===== src/rxs_pkg.sv =====
// rxs_pkg: constants, codes and types of the receiver status register bank.
// assumes: imported whole by every design file of the bank.
package rxs_pkg;

   // =====================================================================
   // widths
   localparam int unsigned REG_W    = 8;
   localparam int unsigned ADDR_W   = 6;
   localparam int unsigned STATE_W  = 5;
   localparam int unsigned CNT_W    = 3;

   // =====================================================================
   // register offsets
   localparam logic [ADDR_W-1:0] ADDR_PART_ID  = 6'h30;
   localparam logic [ADDR_W-1:0] ADDR_CHIP_REV = 6'h31;
   localparam logic [ADDR_W-1:0] ADDR_OFFSET   = 6'h32;
   localparam logic [ADDR_W-1:0] ADDR_CRC      = 6'h33;
   localparam logic [ADDR_W-1:0] ADDR_STRENGTH = 6'h34;
   localparam logic [ADDR_W-1:0] ADDR_STATE    = 6'h35;

   // =====================================================================
   // header byte and status bit fields
   localparam int unsigned HDR_RW_BIT    = 7;
   localparam int unsigned HDR_BURST_BIT = 6;
   localparam int unsigned CRC_OK_BIT    = 7;

   // =====================================================================
   // fixed values
   localparam logic [REG_W-1:0] HDR_REPLY      = 8'h00;
   localparam logic [REG_W-1:0] UNMAPPED_VALUE = 8'h00;
   localparam logic [REG_W-1:0] OFFSET_ZERO    = 8'h00;
   localparam logic [REG_W-1:0] ZERO_BYTE      = 8'h00;
   localparam logic [CNT_W-1:0] BIT_FIRST      = 3'h0;
   localparam logic [CNT_W-1:0] BIT_LAST       = 3'h7;
   localparam logic [CNT_W-1:0] BIT_ONE        = 3'h1;

   // =====================================================================
   // radio control state codes
   localparam logic [STATE_W-1:0] ST_SLEEP       = 5'h00;
   localparam logic [STATE_W-1:0] ST_IDLE        = 5'h01;
   localparam logic [STATE_W-1:0] ST_CRYSTAL_OFF = 5'h02;
   localparam logic [STATE_W-1:0] ST_OSC_ON_MC   = 5'h03;
   localparam logic [STATE_W-1:0] ST_REG_ON_MC   = 5'h04;
   localparam logic [STATE_W-1:0] ST_MANUAL_CAL  = 5'h05;
   localparam logic [STATE_W-1:0] ST_OSC_ON_WU   = 5'h06;
   localparam logic [STATE_W-1:0] ST_REG_ON_WU   = 5'h07;
   localparam logic [STATE_W-1:0] ST_CAL_BEGIN   = 5'h08;
   localparam logic [STATE_W-1:0] ST_BW_BOOST    = 5'h09;
   localparam logic [STATE_W-1:0] ST_SYNTH_LOCK  = 5'h0A;
   localparam logic [STATE_W-1:0] ST_IF_STARTUP  = 5'h0B;
   localparam logic [STATE_W-1:0] ST_CAL_FINISH  = 5'h0C;
   localparam logic [STATE_W-1:0] ST_RX          = 5'h0D;
   localparam logic [STATE_W-1:0] ST_RX_END      = 5'h0E;
   localparam logic [STATE_W-1:0] ST_RX_RST      = 5'h0F;
   localparam logic [STATE_W-1:0] ST_RX_OVERFLOW = 5'h11;

   // =====================================================================
   // types
   typedef struct packed {
      logic [REG_W-1:0]   offset;
      logic               crc_ok;
      logic [REG_W-1:0]   strength;
      logic [STATE_W-1:0] state;
   } rxs_stat_s;

   typedef enum logic [1:0] {
      SPI_OFF,
      SPI_HDR,
      SPI_DATA
   } rxs_spi_e;

endpackage : rxs_pkg


===== src/rxs_pin_sync.sv =====
// rxs_pin_sync: three-stage input synchroniser with agreement filter.
// assumes: input is asynchronous to clk; output follows once stages two
// and three agree.
module rxs_pin_sync
   import rxs_pkg::*;
#(
   parameter logic RST_VAL = 1'b0
) (
   // clock and reset
   input  wire logic clk,
   input  wire logic rst_n,
   // pin side
   input  wire logic pin,
   // filtered level
   output logic      level
);

   // =====================================================================
   // stages
   logic s1_r;
   logic s2_r;
   logic s3_r;
   logic level_r;
   logic level_nxt;

   always_comb begin
      level_nxt = level_r;
      if (s2_r == s3_r) begin
         level_nxt = s3_r;
      end
   end

   always_ff @(posedge clk or negedge rst_n) begin
      if (!rst_n) begin
         s1_r    <= RST_VAL;
         s2_r    <= RST_VAL;
         s3_r    <= RST_VAL;
         level_r <= RST_VAL;
      end else begin
         s1_r    <= pin;
         s2_r    <= s1_r;
         s3_r    <= s2_r;
         level_r <= level_nxt;
      end
   end

   assign level = level_r;

endmodule // rxs_pin_sync


===== src/rxs_status_bank.sv =====
// rxs_status_bank: read-only status registers behind the serial port.
// assumes: status sources run on REF_CLK; serial pins are asynchronous;
// serial clock is well below REF_CLK / 8.
// Notes on behaviour
// [RULE1] Two read-only bytes give a part identifier and a chip revision value that may change.
// [RULE2] The carrier offset estimate is an 8-bit two's complement value in steps of crystal/2^14.
// [RULE3] The offset estimate reads zero while on-off keying is selected.
// [RULE4] Bit 7 of the checksum status shows the last comparison matched and clears on receive entry; here a same-cycle comparison result wins.
// [RULE5] The signal strength level is an 8-bit read-only value updated by the receiver.
// [RULE6] The radio state register shows the state code in bits 4 to 0 and zeros above.
// [RULE7] State codes follow the fixed table from sleep through receive queue overflow.
// [RULE8] Sleep and crystal-off codes never read back, since chip select low wakes to idle.
// [RULE9] Writes to any status register leave the reported values unchanged.
module rxs_status_bank
   import rxs_pkg::*;
#(
   // arbitrary identity values
   parameter logic [REG_W-1:0] PART_ID  = 8'h5A,
   parameter logic [REG_W-1:0] CHIP_REV = 8'h3C
) (
   // clock and reset
   input  wire logic               REF_CLK,
   input  wire logic               RESETN,
   // serial port pins
   input  wire logic               CHIP_SELECT_N,
   input  wire logic               SCLK,
   input  wire logic               SI,
   output logic                    SO,
   output logic                    SO_OE_N,
   // wake request to control state machine
   output logic                    WAKE_REQ,
   // demodulator
   input  wire logic [REG_W-1:0]   CARRIER_OFFSET_VALUE,
   input  wire logic               OOK_MODE,
   // packet handler
   input  wire logic               CRC_DONE,
   input  wire logic               CRC_MATCH,
   input  wire logic               RX_ENTER,
   // receiver
   input  wire logic [REG_W-1:0]   SIGNAL_STRENGTH_LEVEL,
   // control state machine
   input  wire logic [STATE_W-1:0] RADIO_FSM_STATE_CODE
);

   // =====================================================================
   // pin synchronisers
   logic cs_n_f;
   logic sclk_f;
   logic si_f;

   rxs_pin_sync #(
      .RST_VAL (1'b1)
   ) u_sync_cs (
      .clk     (REF_CLK),
      .rst_n   (RESETN),
      .pin     (CHIP_SELECT_N),
      .level   (cs_n_f)
   );

   rxs_pin_sync #(
      .RST_VAL (1'b0)
   ) u_sync_sclk (
      .clk     (REF_CLK),
      .rst_n   (RESETN),
      .pin     (SCLK),
      .level   (sclk_f)
   );

   rxs_pin_sync #(
      .RST_VAL (1'b0)
   ) u_sync_si (
      .clk     (REF_CLK),
      .rst_n   (RESETN),
      .pin     (SI),
      .level   (si_f)
   );

   // =====================================================================
   // pin edge detection
   logic cs_n_d_r;
   logic cs_n_d_nxt;
   logic sclk_d_r;
   logic sclk_d_nxt;

   always_comb begin
      cs_n_d_nxt = cs_n_f;
      sclk_d_nxt = sclk_f;
   end

   always_ff @(posedge REF_CLK or negedge RESETN) begin
      if (!RESETN) begin
         cs_n_d_r <= 1'b1;
         sclk_d_r <= 1'b0;
      end else begin
         cs_n_d_r <= cs_n_d_nxt;
         sclk_d_r <= sclk_d_nxt;
      end
   end

   // =====================================================================
   // state code report
   function automatic logic [STATE_W-1:0] report_state(
      input logic [STATE_W-1:0] code
   );
      logic [STATE_W-1:0] rep;
      rep = code;
      unique case (code)
         ST_SLEEP,
         ST_CRYSTAL_OFF: begin
            rep = ST_IDLE; // RULE8
         end
         ST_IDLE,
         ST_OSC_ON_MC,
         ST_REG_ON_MC,
         ST_MANUAL_CAL,
         ST_OSC_ON_WU,
         ST_REG_ON_WU,
         ST_CAL_BEGIN,
         ST_BW_BOOST,
         ST_SYNTH_LOCK,
         ST_IF_STARTUP,
         ST_CAL_FINISH,
         ST_RX,
         ST_RX_END,
         ST_RX_RST,
         ST_RX_OVERFLOW: begin
            rep = code; // RULE7
         end
         default: begin
            // reserved codes pass through
            rep = code;
         end
      endcase
      return rep;
   endfunction

   // =====================================================================
   // status capture
   rxs_stat_s stat_r;
   rxs_stat_s stat_nxt;

   always_comb begin
      stat_nxt = stat_r;
      // two's complement estimate, crystal/2^14 per step
      stat_nxt.offset = CARRIER_OFFSET_VALUE; // RULE2
      if (OOK_MODE) begin
         stat_nxt.offset = OFFSET_ZERO; // RULE3
      end
      // a comparison result in the same cycle as receive entry wins
      if (CRC_DONE) begin
         stat_nxt.crc_ok = CRC_MATCH; // RULE4
      end else if (RX_ENTER) begin
         stat_nxt.crc_ok = 1'b0; // RULE4
      end
      stat_nxt.strength = SIGNAL_STRENGTH_LEVEL; // RULE5
      // wake on select: sleep and crystal off show as idle
      stat_nxt.state = report_state(RADIO_FSM_STATE_CODE); // RULE7 RULE8
   end

   always_ff @(posedge REF_CLK or negedge RESETN) begin
      if (!RESETN) begin
         stat_r <= '0;
      end else begin
         stat_r <= stat_nxt;
      end
   end

   // =====================================================================
   // register read mux
   function automatic logic [REG_W-1:0] read_reg(
      input logic [ADDR_W-1:0] addr,
      input rxs_stat_s         st
   );
      logic [REG_W-1:0] val;
      val = UNMAPPED_VALUE;
      unique case (addr)
         ADDR_PART_ID: begin
            val = PART_ID; // RULE1
         end
         ADDR_CHIP_REV: begin
            val = CHIP_REV; // RULE1
         end
         ADDR_OFFSET: begin
            val = st.offset; // RULE2
         end
         ADDR_CRC: begin
            val = ZERO_BYTE;
            val[CRC_OK_BIT] = st.crc_ok; // RULE4
         end
         ADDR_STRENGTH: begin
            val = st.strength; // RULE5
         end
         ADDR_STATE: begin
            val = {{(REG_W-STATE_W){1'b0}}, st.state}; // RULE6
         end
         default: begin
            val = UNMAPPED_VALUE;
         end
      endcase
      return val;
   endfunction

   // =====================================================================
   // serial engine
   rxs_spi_e         spi_st_r;
   rxs_spi_e         spi_st_nxt;
   logic [CNT_W-1:0] bit_cnt_r;
   logic [CNT_W-1:0] bit_cnt_nxt;
   logic [REG_W-1:0] rx_sh_r;
   logic [REG_W-1:0] rx_sh_nxt;
   logic [REG_W-1:0] tx_sh_r;
   logic [REG_W-1:0] tx_sh_nxt;
   logic             so_r;
   logic             so_nxt;
   logic             so_oe_n_r;
   logic             so_oe_n_nxt;
   logic             wake_r;
   logic             wake_nxt;
   logic             cs_fall;
   logic             sclk_rise;
   logic             sclk_fall;
   logic [REG_W-1:0] hdr_byte;

   assign cs_fall   = cs_n_d_r & ~cs_n_f;
   assign sclk_rise = ~sclk_d_r & sclk_f;
   assign sclk_fall = sclk_d_r & ~sclk_f;
   assign hdr_byte  = {rx_sh_r[REG_W-2:0], si_f};

   always_comb begin
      spi_st_nxt  = spi_st_r;
      bit_cnt_nxt = bit_cnt_r;
      rx_sh_nxt   = rx_sh_r;
      tx_sh_nxt   = tx_sh_r;
      so_nxt      = so_r;
      so_oe_n_nxt = so_oe_n_r;
      wake_nxt    = 1'b0;
      unique case (spi_st_r)
         SPI_OFF: begin
            so_oe_n_nxt = 1'b1;
            if (cs_fall) begin
               spi_st_nxt  = SPI_HDR;
               bit_cnt_nxt = BIT_FIRST;
               so_nxt      = HDR_REPLY[REG_W-1];
               tx_sh_nxt   = {HDR_REPLY[REG_W-2:0], 1'b0};
               so_oe_n_nxt = 1'b0;
               wake_nxt    = 1'b1; // RULE8
            end
         end
         SPI_HDR,
         SPI_DATA: begin
            if (cs_n_f) begin
               spi_st_nxt  = SPI_OFF;
               so_oe_n_nxt = 1'b1;
            end else if (sclk_rise) begin
               rx_sh_nxt   = hdr_byte;
               bit_cnt_nxt = bit_cnt_r + BIT_ONE;
               if (bit_cnt_r == BIT_LAST) begin
                  if (spi_st_r == SPI_HDR) begin
                     spi_st_nxt = SPI_DATA;
                     // write data is shifted in and dropped
                     if (hdr_byte[HDR_RW_BIT] && hdr_byte[HDR_BURST_BIT]) begin
                        tx_sh_nxt = read_reg(hdr_byte[ADDR_W-1:0], stat_r);
                     end else begin
                        tx_sh_nxt = UNMAPPED_VALUE; // RULE9
                     end
                  end else begin
                     spi_st_nxt = SPI_HDR;
                     tx_sh_nxt  = HDR_REPLY;
                  end
               end
            end else if (sclk_fall) begin
               so_nxt    = tx_sh_r[REG_W-1];
               tx_sh_nxt = {tx_sh_r[REG_W-2:0], 1'b0};
            end
         end
         default: begin
            spi_st_nxt  = SPI_OFF;
            so_oe_n_nxt = 1'b1;
         end
      endcase
   end

   always_ff @(posedge REF_CLK or negedge RESETN) begin
      if (!RESETN) begin
         spi_st_r  <= SPI_OFF;
         bit_cnt_r <= BIT_FIRST;
         rx_sh_r   <= ZERO_BYTE;
         tx_sh_r   <= ZERO_BYTE;
         so_r      <= 1'b0;
         so_oe_n_r <= 1'b1;
         wake_r    <= 1'b0;
      end else begin
         spi_st_r  <= spi_st_nxt;
         bit_cnt_r <= bit_cnt_nxt;
         rx_sh_r   <= rx_sh_nxt;
         tx_sh_r   <= tx_sh_nxt;
         so_r      <= so_nxt;
         so_oe_n_r <= so_oe_n_nxt;
         wake_r    <= wake_nxt;
      end
   end

   // =====================================================================
   // outputs
   assign SO       = so_r;
   assign SO_OE_N  = so_oe_n_r;
   assign WAKE_REQ = wake_r;

endmodule // rxs_status_bank


===== config.mk =====
export PLATFORM = sky130hd
export DESIGN_NAME = rxs_status_bank
export DESIGN_NICKNAME = d
export VERILOG_FILES = /design/src/rxs_pkg.sv /design/src/rxs_pin_sync.sv /design/src/rxs_status_bank.sv
export SDC_FILE = /design/constraint.sdc
export NUM_CORES = 1
export LEC_CHECK = 0
export BUFFER_PORTS_ARGS = -buffer_cell sky130_fd_sc_hd__buf_2
export CAP_MARGIN = 20
export CORE_MARGIN = 2
export CORE_UTILIZATION = 30
export CTS_CLUSTER_DIAMETER = 120
export DETAILED_ROUTE_END_ITERATION = 6
export PLACE_DENSITY_LB_ADDON = 0.12
export SETUP_SLACK_MARGIN = 0.1
export SYNTH_ARGS = -nofsm -noshare
export SYNTH_HDL_FRONTEND = slang
export SYNTH_HIERARCHICAL = 1
export SYNTH_SLANG_ARGS = --single-unit
export TNS_END_PERCENT = 50

===== constraint.sdc =====
create_clock -name REF_CLK -period 1.9 [get_ports REF_CLK]
set_clock_uncertainty 0.05 [all_clocks]
set_input_delay 0.285 -clock REF_CLK [delete_from_list [all_inputs] [get_ports REF_CLK]]
set_output_delay 0.285 -clock REF_CLK [all_outputs]
set_load 0.01 [all_outputs]

## Word-level counts from Yosys, hierarchy flattened

Index checks and enable logic that the tools add are counted.

| storage, ports and cells | value |
|---|---|
| output and inout port bits | 3 |
| logic and storage cells | 100 |
| bits in registers | 59 |
| input bits | 30 |

| cells by class | value |
|---|---|
| bitwise gates (word level) | 6 |
| reductions and logical operators | 12 |
| eq/ne operators | 23 |
| mux-type cells | 33 |
| $add $sub $neg | 1 |

Operators by type and width:

| kind | number |
|---|---|
| two-way mux 8 bit | 8 |
| one-hot mux 8 bit (6 select lines) | 1 |
| equality test 6 bit, second input constant | 6 |
| one-hot mux 8 bit (2 select lines) | 1 |
| two-way mux 1 bit | 10 |
| two-way mux 2 bit | 5 |
| inequality test 2 bit, second input constant | 5 |
| AND reduction 5 bit | 2 |
| two-way mux 3 bit | 3 |
| inequality test 3 x 2 -> 1 bit, second input constant | 2 |
| inequality test 3 bit, second input constant | 2 |
| one-hot mux 3 bit (2 select lines) | 1 |
| AND reduction 3 bit | 2 |
| equality test 5 x 2 -> 1 bit, second input constant | 1 |
| zero test 5 bit | 1 |
| two-way mux 5 bit | 1 |
| one-hot mux 1 bit (2 select lines) | 2 |
| one-hot mux 2 bit (2 select lines) | 1 |
| AND reduction 4 bit | 1 |
| nonzero test 2 bit | 2 |
| OR reduction 2 bit | 2 |
| adder 3 x 1 -> 3 bit, second input constant | 1 |
| bitwise AND 1 bit | 3 |
| equality test 1 bit | 3 |
| other kinds (7) | 9 |

## Depth between registers and ports, before layout

| depth | value |
|---|---|
| depth after elaboration | 8 |
| mapped depth | 7 |
| depth with buffers taken out | 6 |

## Hierarchy

Netlist, hierarchy kept.

By module, submodules not included:

| module | area an instance (um^2) | seq. area each (um^2) | cells each | instances |
|---|---|---|---|---|
| rxs_status_bank | 2,243.4 | 1,178.6 | 205 | 1 |
| rxs_pin_sync at u_sync_sclk ... | 111.4 | 100.1 | 5 | 2 |
| rxs_pin_sync at u_sync_cs | 116.4 | 105.1 | 5 | 1 |

## Worst setup path after synthesis

OpenSTA, ideal clock, no wires.

| timing | value |
|---|---|
| kind | flip-flop to flip-flop |
| start | reg spi_st_r[0] |
| end | reg tx_sh_r[4] |
| arrival | 1.698 ns |
| buffers on the path | 1 |
| setup time | 0.134 ns |
| cell stages (with the launch flop) | 8 |
| path slack | 0.019 ns |
| cells stage by stage | dfrtp_1 > inv_1 > ha_1 > clkbuf_1 > or3_1 > o31a_1 > o21ai_0 > o211ai_1 |

| on the way | value |
|---|---|
| cells in the longest elaborated chain, start to end | 6 |
| elaborated cells between the ends (all ways) | 15 |
| classes of those cells | eq/ne (6); mux (5); reduce/logical (4) |

RTL lines:

| what | line | source |
|---|---|---|
| start: declaration | rxs_status_bank.sv:205 | `rxs_spi_e spi_st_r;` |
| start signal: assignment | rxs_status_bank.sv:293 | `spi_st_r <= spi_st_nxt;` |
| equality test 2 x 1 -> 1 bit | rxs_status_bank.sv:237, rxs_status_bank.sv:258 |  |
| two-way mux 8 bit | rxs_status_bank.sv:258 | `if (spi_st_r == SPI_HDR) begin` |
| two-way mux 8 bit | rxs_status_bank.sv:257 | `if (bit_cnt_r == BIT_LAST) begin` |
| two-way mux 8 bit | rxs_status_bank.sv:254 | `end else if (sclk_rise) begin` |
| two-way mux 8 bit | rxs_status_bank.sv:251 | `if (cs_n_f) begin` |
| one-hot mux 8 bit (2 select lines) | rxs_status_bank.sv:237 | `unique case (spi_st_r)` |
| end signal: assignment | rxs_status_bank.sv:296 | `tx_sh_r <= tx_sh_nxt;` |
| end: declaration | rxs_status_bank.sv:211 | `logic [REG_W-1:0] tx_sh_r;` |

Several ways; a longest one is shown, not always the timed one. The select of a mux whose other input is x is not followed.
A chain may end at the register's enable or synchronous reset.

## Final worst setup path

| timing | value |
|---|---|
| start | reg spi_st_r[1] |
| end | reg tx_sh_r[1] |

The elaborated chain is that of the path after synthesis.

==> run_results.csv <==
group,metric,value,unit
status,outcome,"completed",
cells_and_area,multiInputGateArea,0.00111,mm²
logic_synthesis,ys_seq_area_share,57.5,%
power_and_ir_drop,power_frac_seq,37.0,%
route,vias,1842,
worst_setup_path,r2r_start,"spi_st_r[1]$_DFFE_PN0P_",
cells_and_area,nets,323,
worst_setup_path,endpoint_kind,"register",
cells_and_area,register_area,0.00148,mm²
logic_synthesis,syn_avg_cell_area,11.7,µm²
power_and_ir_drop,switchingPower,1450,µW
logic_synthesis,ys_async_sr_fraction,100,%
logic_synthesis,synthMuxAreaShare,3.44,%
logic_synthesis,synth_top_family_by_area,"simple AND/OR/NAND/NOR gates",
floorplan,core_area,0.00830,mm²
logic_synthesis,synth-seq-cells,59,
clock_network,cts_buffers,9,
worst_setup_path,arrival,2.05,ns
job,cap_viol_max_count,0,
logic_synthesis,synth_simple_gate_area_share,19.6,%
route,drt_first_pass_iters,4,
power_and_ir_drop,worst_ir_drop_vdd,0.543,mV
clock_network,clock_sinks,59,
route,ant_nets,0,
power_and_ir_drop,p_leak,0.00153,µW
power_and_ir_drop,intPower,2780,µW
route,wl_per_cell,13.2,µm
route,via_per_inst,4.65,
global_routing,grt_pass1_wl,9.18,mm
clock_network,cts_max_level,3,
logic_synthesis,synthFlopType,"dfrtp_1",
clock_network,cts_tree,"done",
cells_and_area,final_common_cell,"dfrtp_1",
worst_setup_path,ff2ff_path_depth,7,
logic_synthesis,synth-compound-area-share,11.2,%
timing,finalSetupTns,0,ns
logic_synthesis,synth_edf_count,0,
placed_design,dp_hpwl,3.59,mm
floorplan,die_area,0.00937,mm²
global_routing,grt_pass1_vias,1915,
global_routing,grt_usage,12.3,%
timing,fin_crit_sh,96.6,%
logic_synthesis,synth_area,0.00258,mm²
worst_setup_path,endpoint,"tx_sh_r[1]$_DFFE_PN0P_",
cells_and_area,drive_gt1_share,36.4,%
placed_design,io_buffer_count,32,
cells_and_area,utilization,41.4,%
floorplan,die_w,96.8,µm
route,drc,0,
worst_setup_path,startpoint_type,"register",
clock_network,clk_pin_slew,0.07,ns
global_routing,grt_max_degree,60,
placed_design,dp_slack,-0.0118,ns
floorplan,die_h,96.8,µm
worst_setup_path,path_class,"register to register",
global_routing,grt_antenna_before_repair,0,
timing,worstMarginPinSlew,0.558,ns
route,drt_iter0_drc,21,
power_and_ir_drop,p_comb_share,35.9,%
logic_synthesis,synth_nets,257,
route,wl,5.23,mm
timing,timing.final.ws_setup,0.0655,ns
timing,period_minus_slack,1.83,ns
logic_synthesis,synthCells,220,
global_routing,overflow,0,
worst_setup_path,r2r-end,"tx_sh_r[1]$_DFFE_PN0P_",
logic_synthesis,synthAdderAreaFrac,4.70,%
worst_setup_path,crit_fanout,7,
worst_setup_path,r2r_slack,0.07,ns
hold_path,hold_depth,1,
timing,rsz0062_at_grt,"yes",
logic_synthesis,yosysWarnings,6,
power_and_ir_drop,total_power,4230,µW
timing,slew_violations,0,
floorplan,start_util,31.1,%
power_and_ir_drop,power.share.clock,27.1,%
power_and_ir_drop,switching_share,34.2,%
floorplan,ios,33,
clock_network,cts.path.max_buffers,2,
cells_and_area,n_fill_cell,821,
worst_setup_path,cp.required,2.12,ns
logic_synthesis,ys_types,43,
cells_and_area,antenna_cells,0,
timing,hold_viol,0,
clock_network,cts_root_buf,"clkbuf_8",
cells_and_area,layout_common_cells,"53 x dfrtp_1, 32 x buf_2, 17 x buf_4",
timing,setup_viol,0,
hold_path,hold_class,"input pin to register",
worst_setup_path,crit_start,"spi_st_r[1]$_DFFE_PN0P_",
timing,max_freq,545,MHz
logic_synthesis,synth_xor_area_share,0,%
floorplan,rows,33,
power_and_ir_drop,powerDensity,1230,mW/mm²
cells_and_area,areaGrowthSynthToFinish,33.1,%
timing,relSlewSlack,62.3,%
placed_design,place_congestion,0.782,
clock_network,clock_latency,0.33,ns
cell type report:
cell class	instances	share of cell area, %
repair buffers	64	13.4
clock inverters	6	1.89
clock buffers	10	4.00
well taps	105	3.82
inverters	14	1.53
multi-input cells	138	32.2
flip-flops and latches	59	43.2
flip-flops by register name, indices dropped and copies added, names as in the netlist, 2 cells and up:
register	cells
spi_st_r	2
bit_cnt_r	3
rx_sh_r	7
tx_sh_r	8
stat_r	22
per-layer routing:
metal / wire length (µm) / GRT usage (%)
met5: 0 / 0
met4: 55 / 3.90
met1: 2520 / 15.9
met3: 247 / 4.84
met2: 2400 / 19.0
per-stage QoR:
step,cells,hold slack [ns],instance area (µm²)
after floorplan,220,-0.0606,2590
after global placement,364,0.268,2990
after detailed placement,364,0.267,2990
after CTS,395,0.0183,3390
after global routing,396,0.0174,3440
final,396,0.0348,3440
cells in the mapped netlist (4+ instances only):
library cell	instances	share of area [%]
nor2b_1	12	2.9
o21ai_0	10	1.9
ha_1	7	3.4
nor2_1	6	0.87
clkbuf_1	8	1.2
inv_1	14	2.0
nand4_1	4	0.97
dfstp_2	6	6.1
nand2b_1	4	0.97
nor4b_1	5	1.7
nand2_1	9	1.3
o21ai_1	4	0.78
nand3_1	14	2.7
nand3b_1	4	1.2
dfrtp_1	53	51
a21oi_1	6	1.2
mux2_2	7	3.1
nor3_1	8	1.6
worst min-delay path by stage:
stage,startpoint,to,slack [ns]
floorplan,RESETN,SO$_DFFE_PN0P_,-0.06
global placement,RESETN,WAKE_REQ$_DFF_PN0_,0.27
detailed placement,RESETN,WAKE_REQ$_DFF_PN0_,0.27
CTS,RADIO_FSM_STATE_CODE[3],stat_r[3]$_DFF_PN0_,0.02
global route,RADIO_FSM_STATE_CODE[2],stat_r[2]$_DFF_PN0_,0.02
finish,RADIO_FSM_STATE_CODE[3],stat_r[3]$_DFF_PN0_,0.03
worst max-delay path, cell delays in order (launching register included):
cell      delay (ns)
dfrtp_1         0.39
inv_2           0.07
ha_4            0.25
or3b_4          0.38
nor4b_4         0.23
buf_6           0.17
o311ai_2        0.12
nand3_1         0.10
cells by family (layout without fill, tap and decap cells):
group                    count (synthesis)  in the layout
AND/OR/NAND/NOR                         78             78
multiplexers                             8              8
buffers and inverters                   24             94
AO/OA/AOI/OAI                           41             42
flip-flops                              59             59
adder cells (fa/ha/maj)                 10             10
power by group through the flow:
stage	logic [µW]	clock network (µW)	registers, µW
final	1520	1150	1570
after CTS	1390	1200	1570
after global placement	1250	0	1590
after floorplan	875	0	1550
after detailed placement	1240	0	1590
after global routing	1690	1250	1590
timing repair:
action | 4_1_cts | 5_1_grt
resized for setup | 11 | 11
cloned | 1 | 0
hold buffers | 12 | 0
pin swaps | 3 | 9
buffers inserted | 2 | 1
setup endpoints to repair | 21 | 21
hold endpoints to repair | 64 | 0
Note: power is estimated with default switching activity, not from simulation.
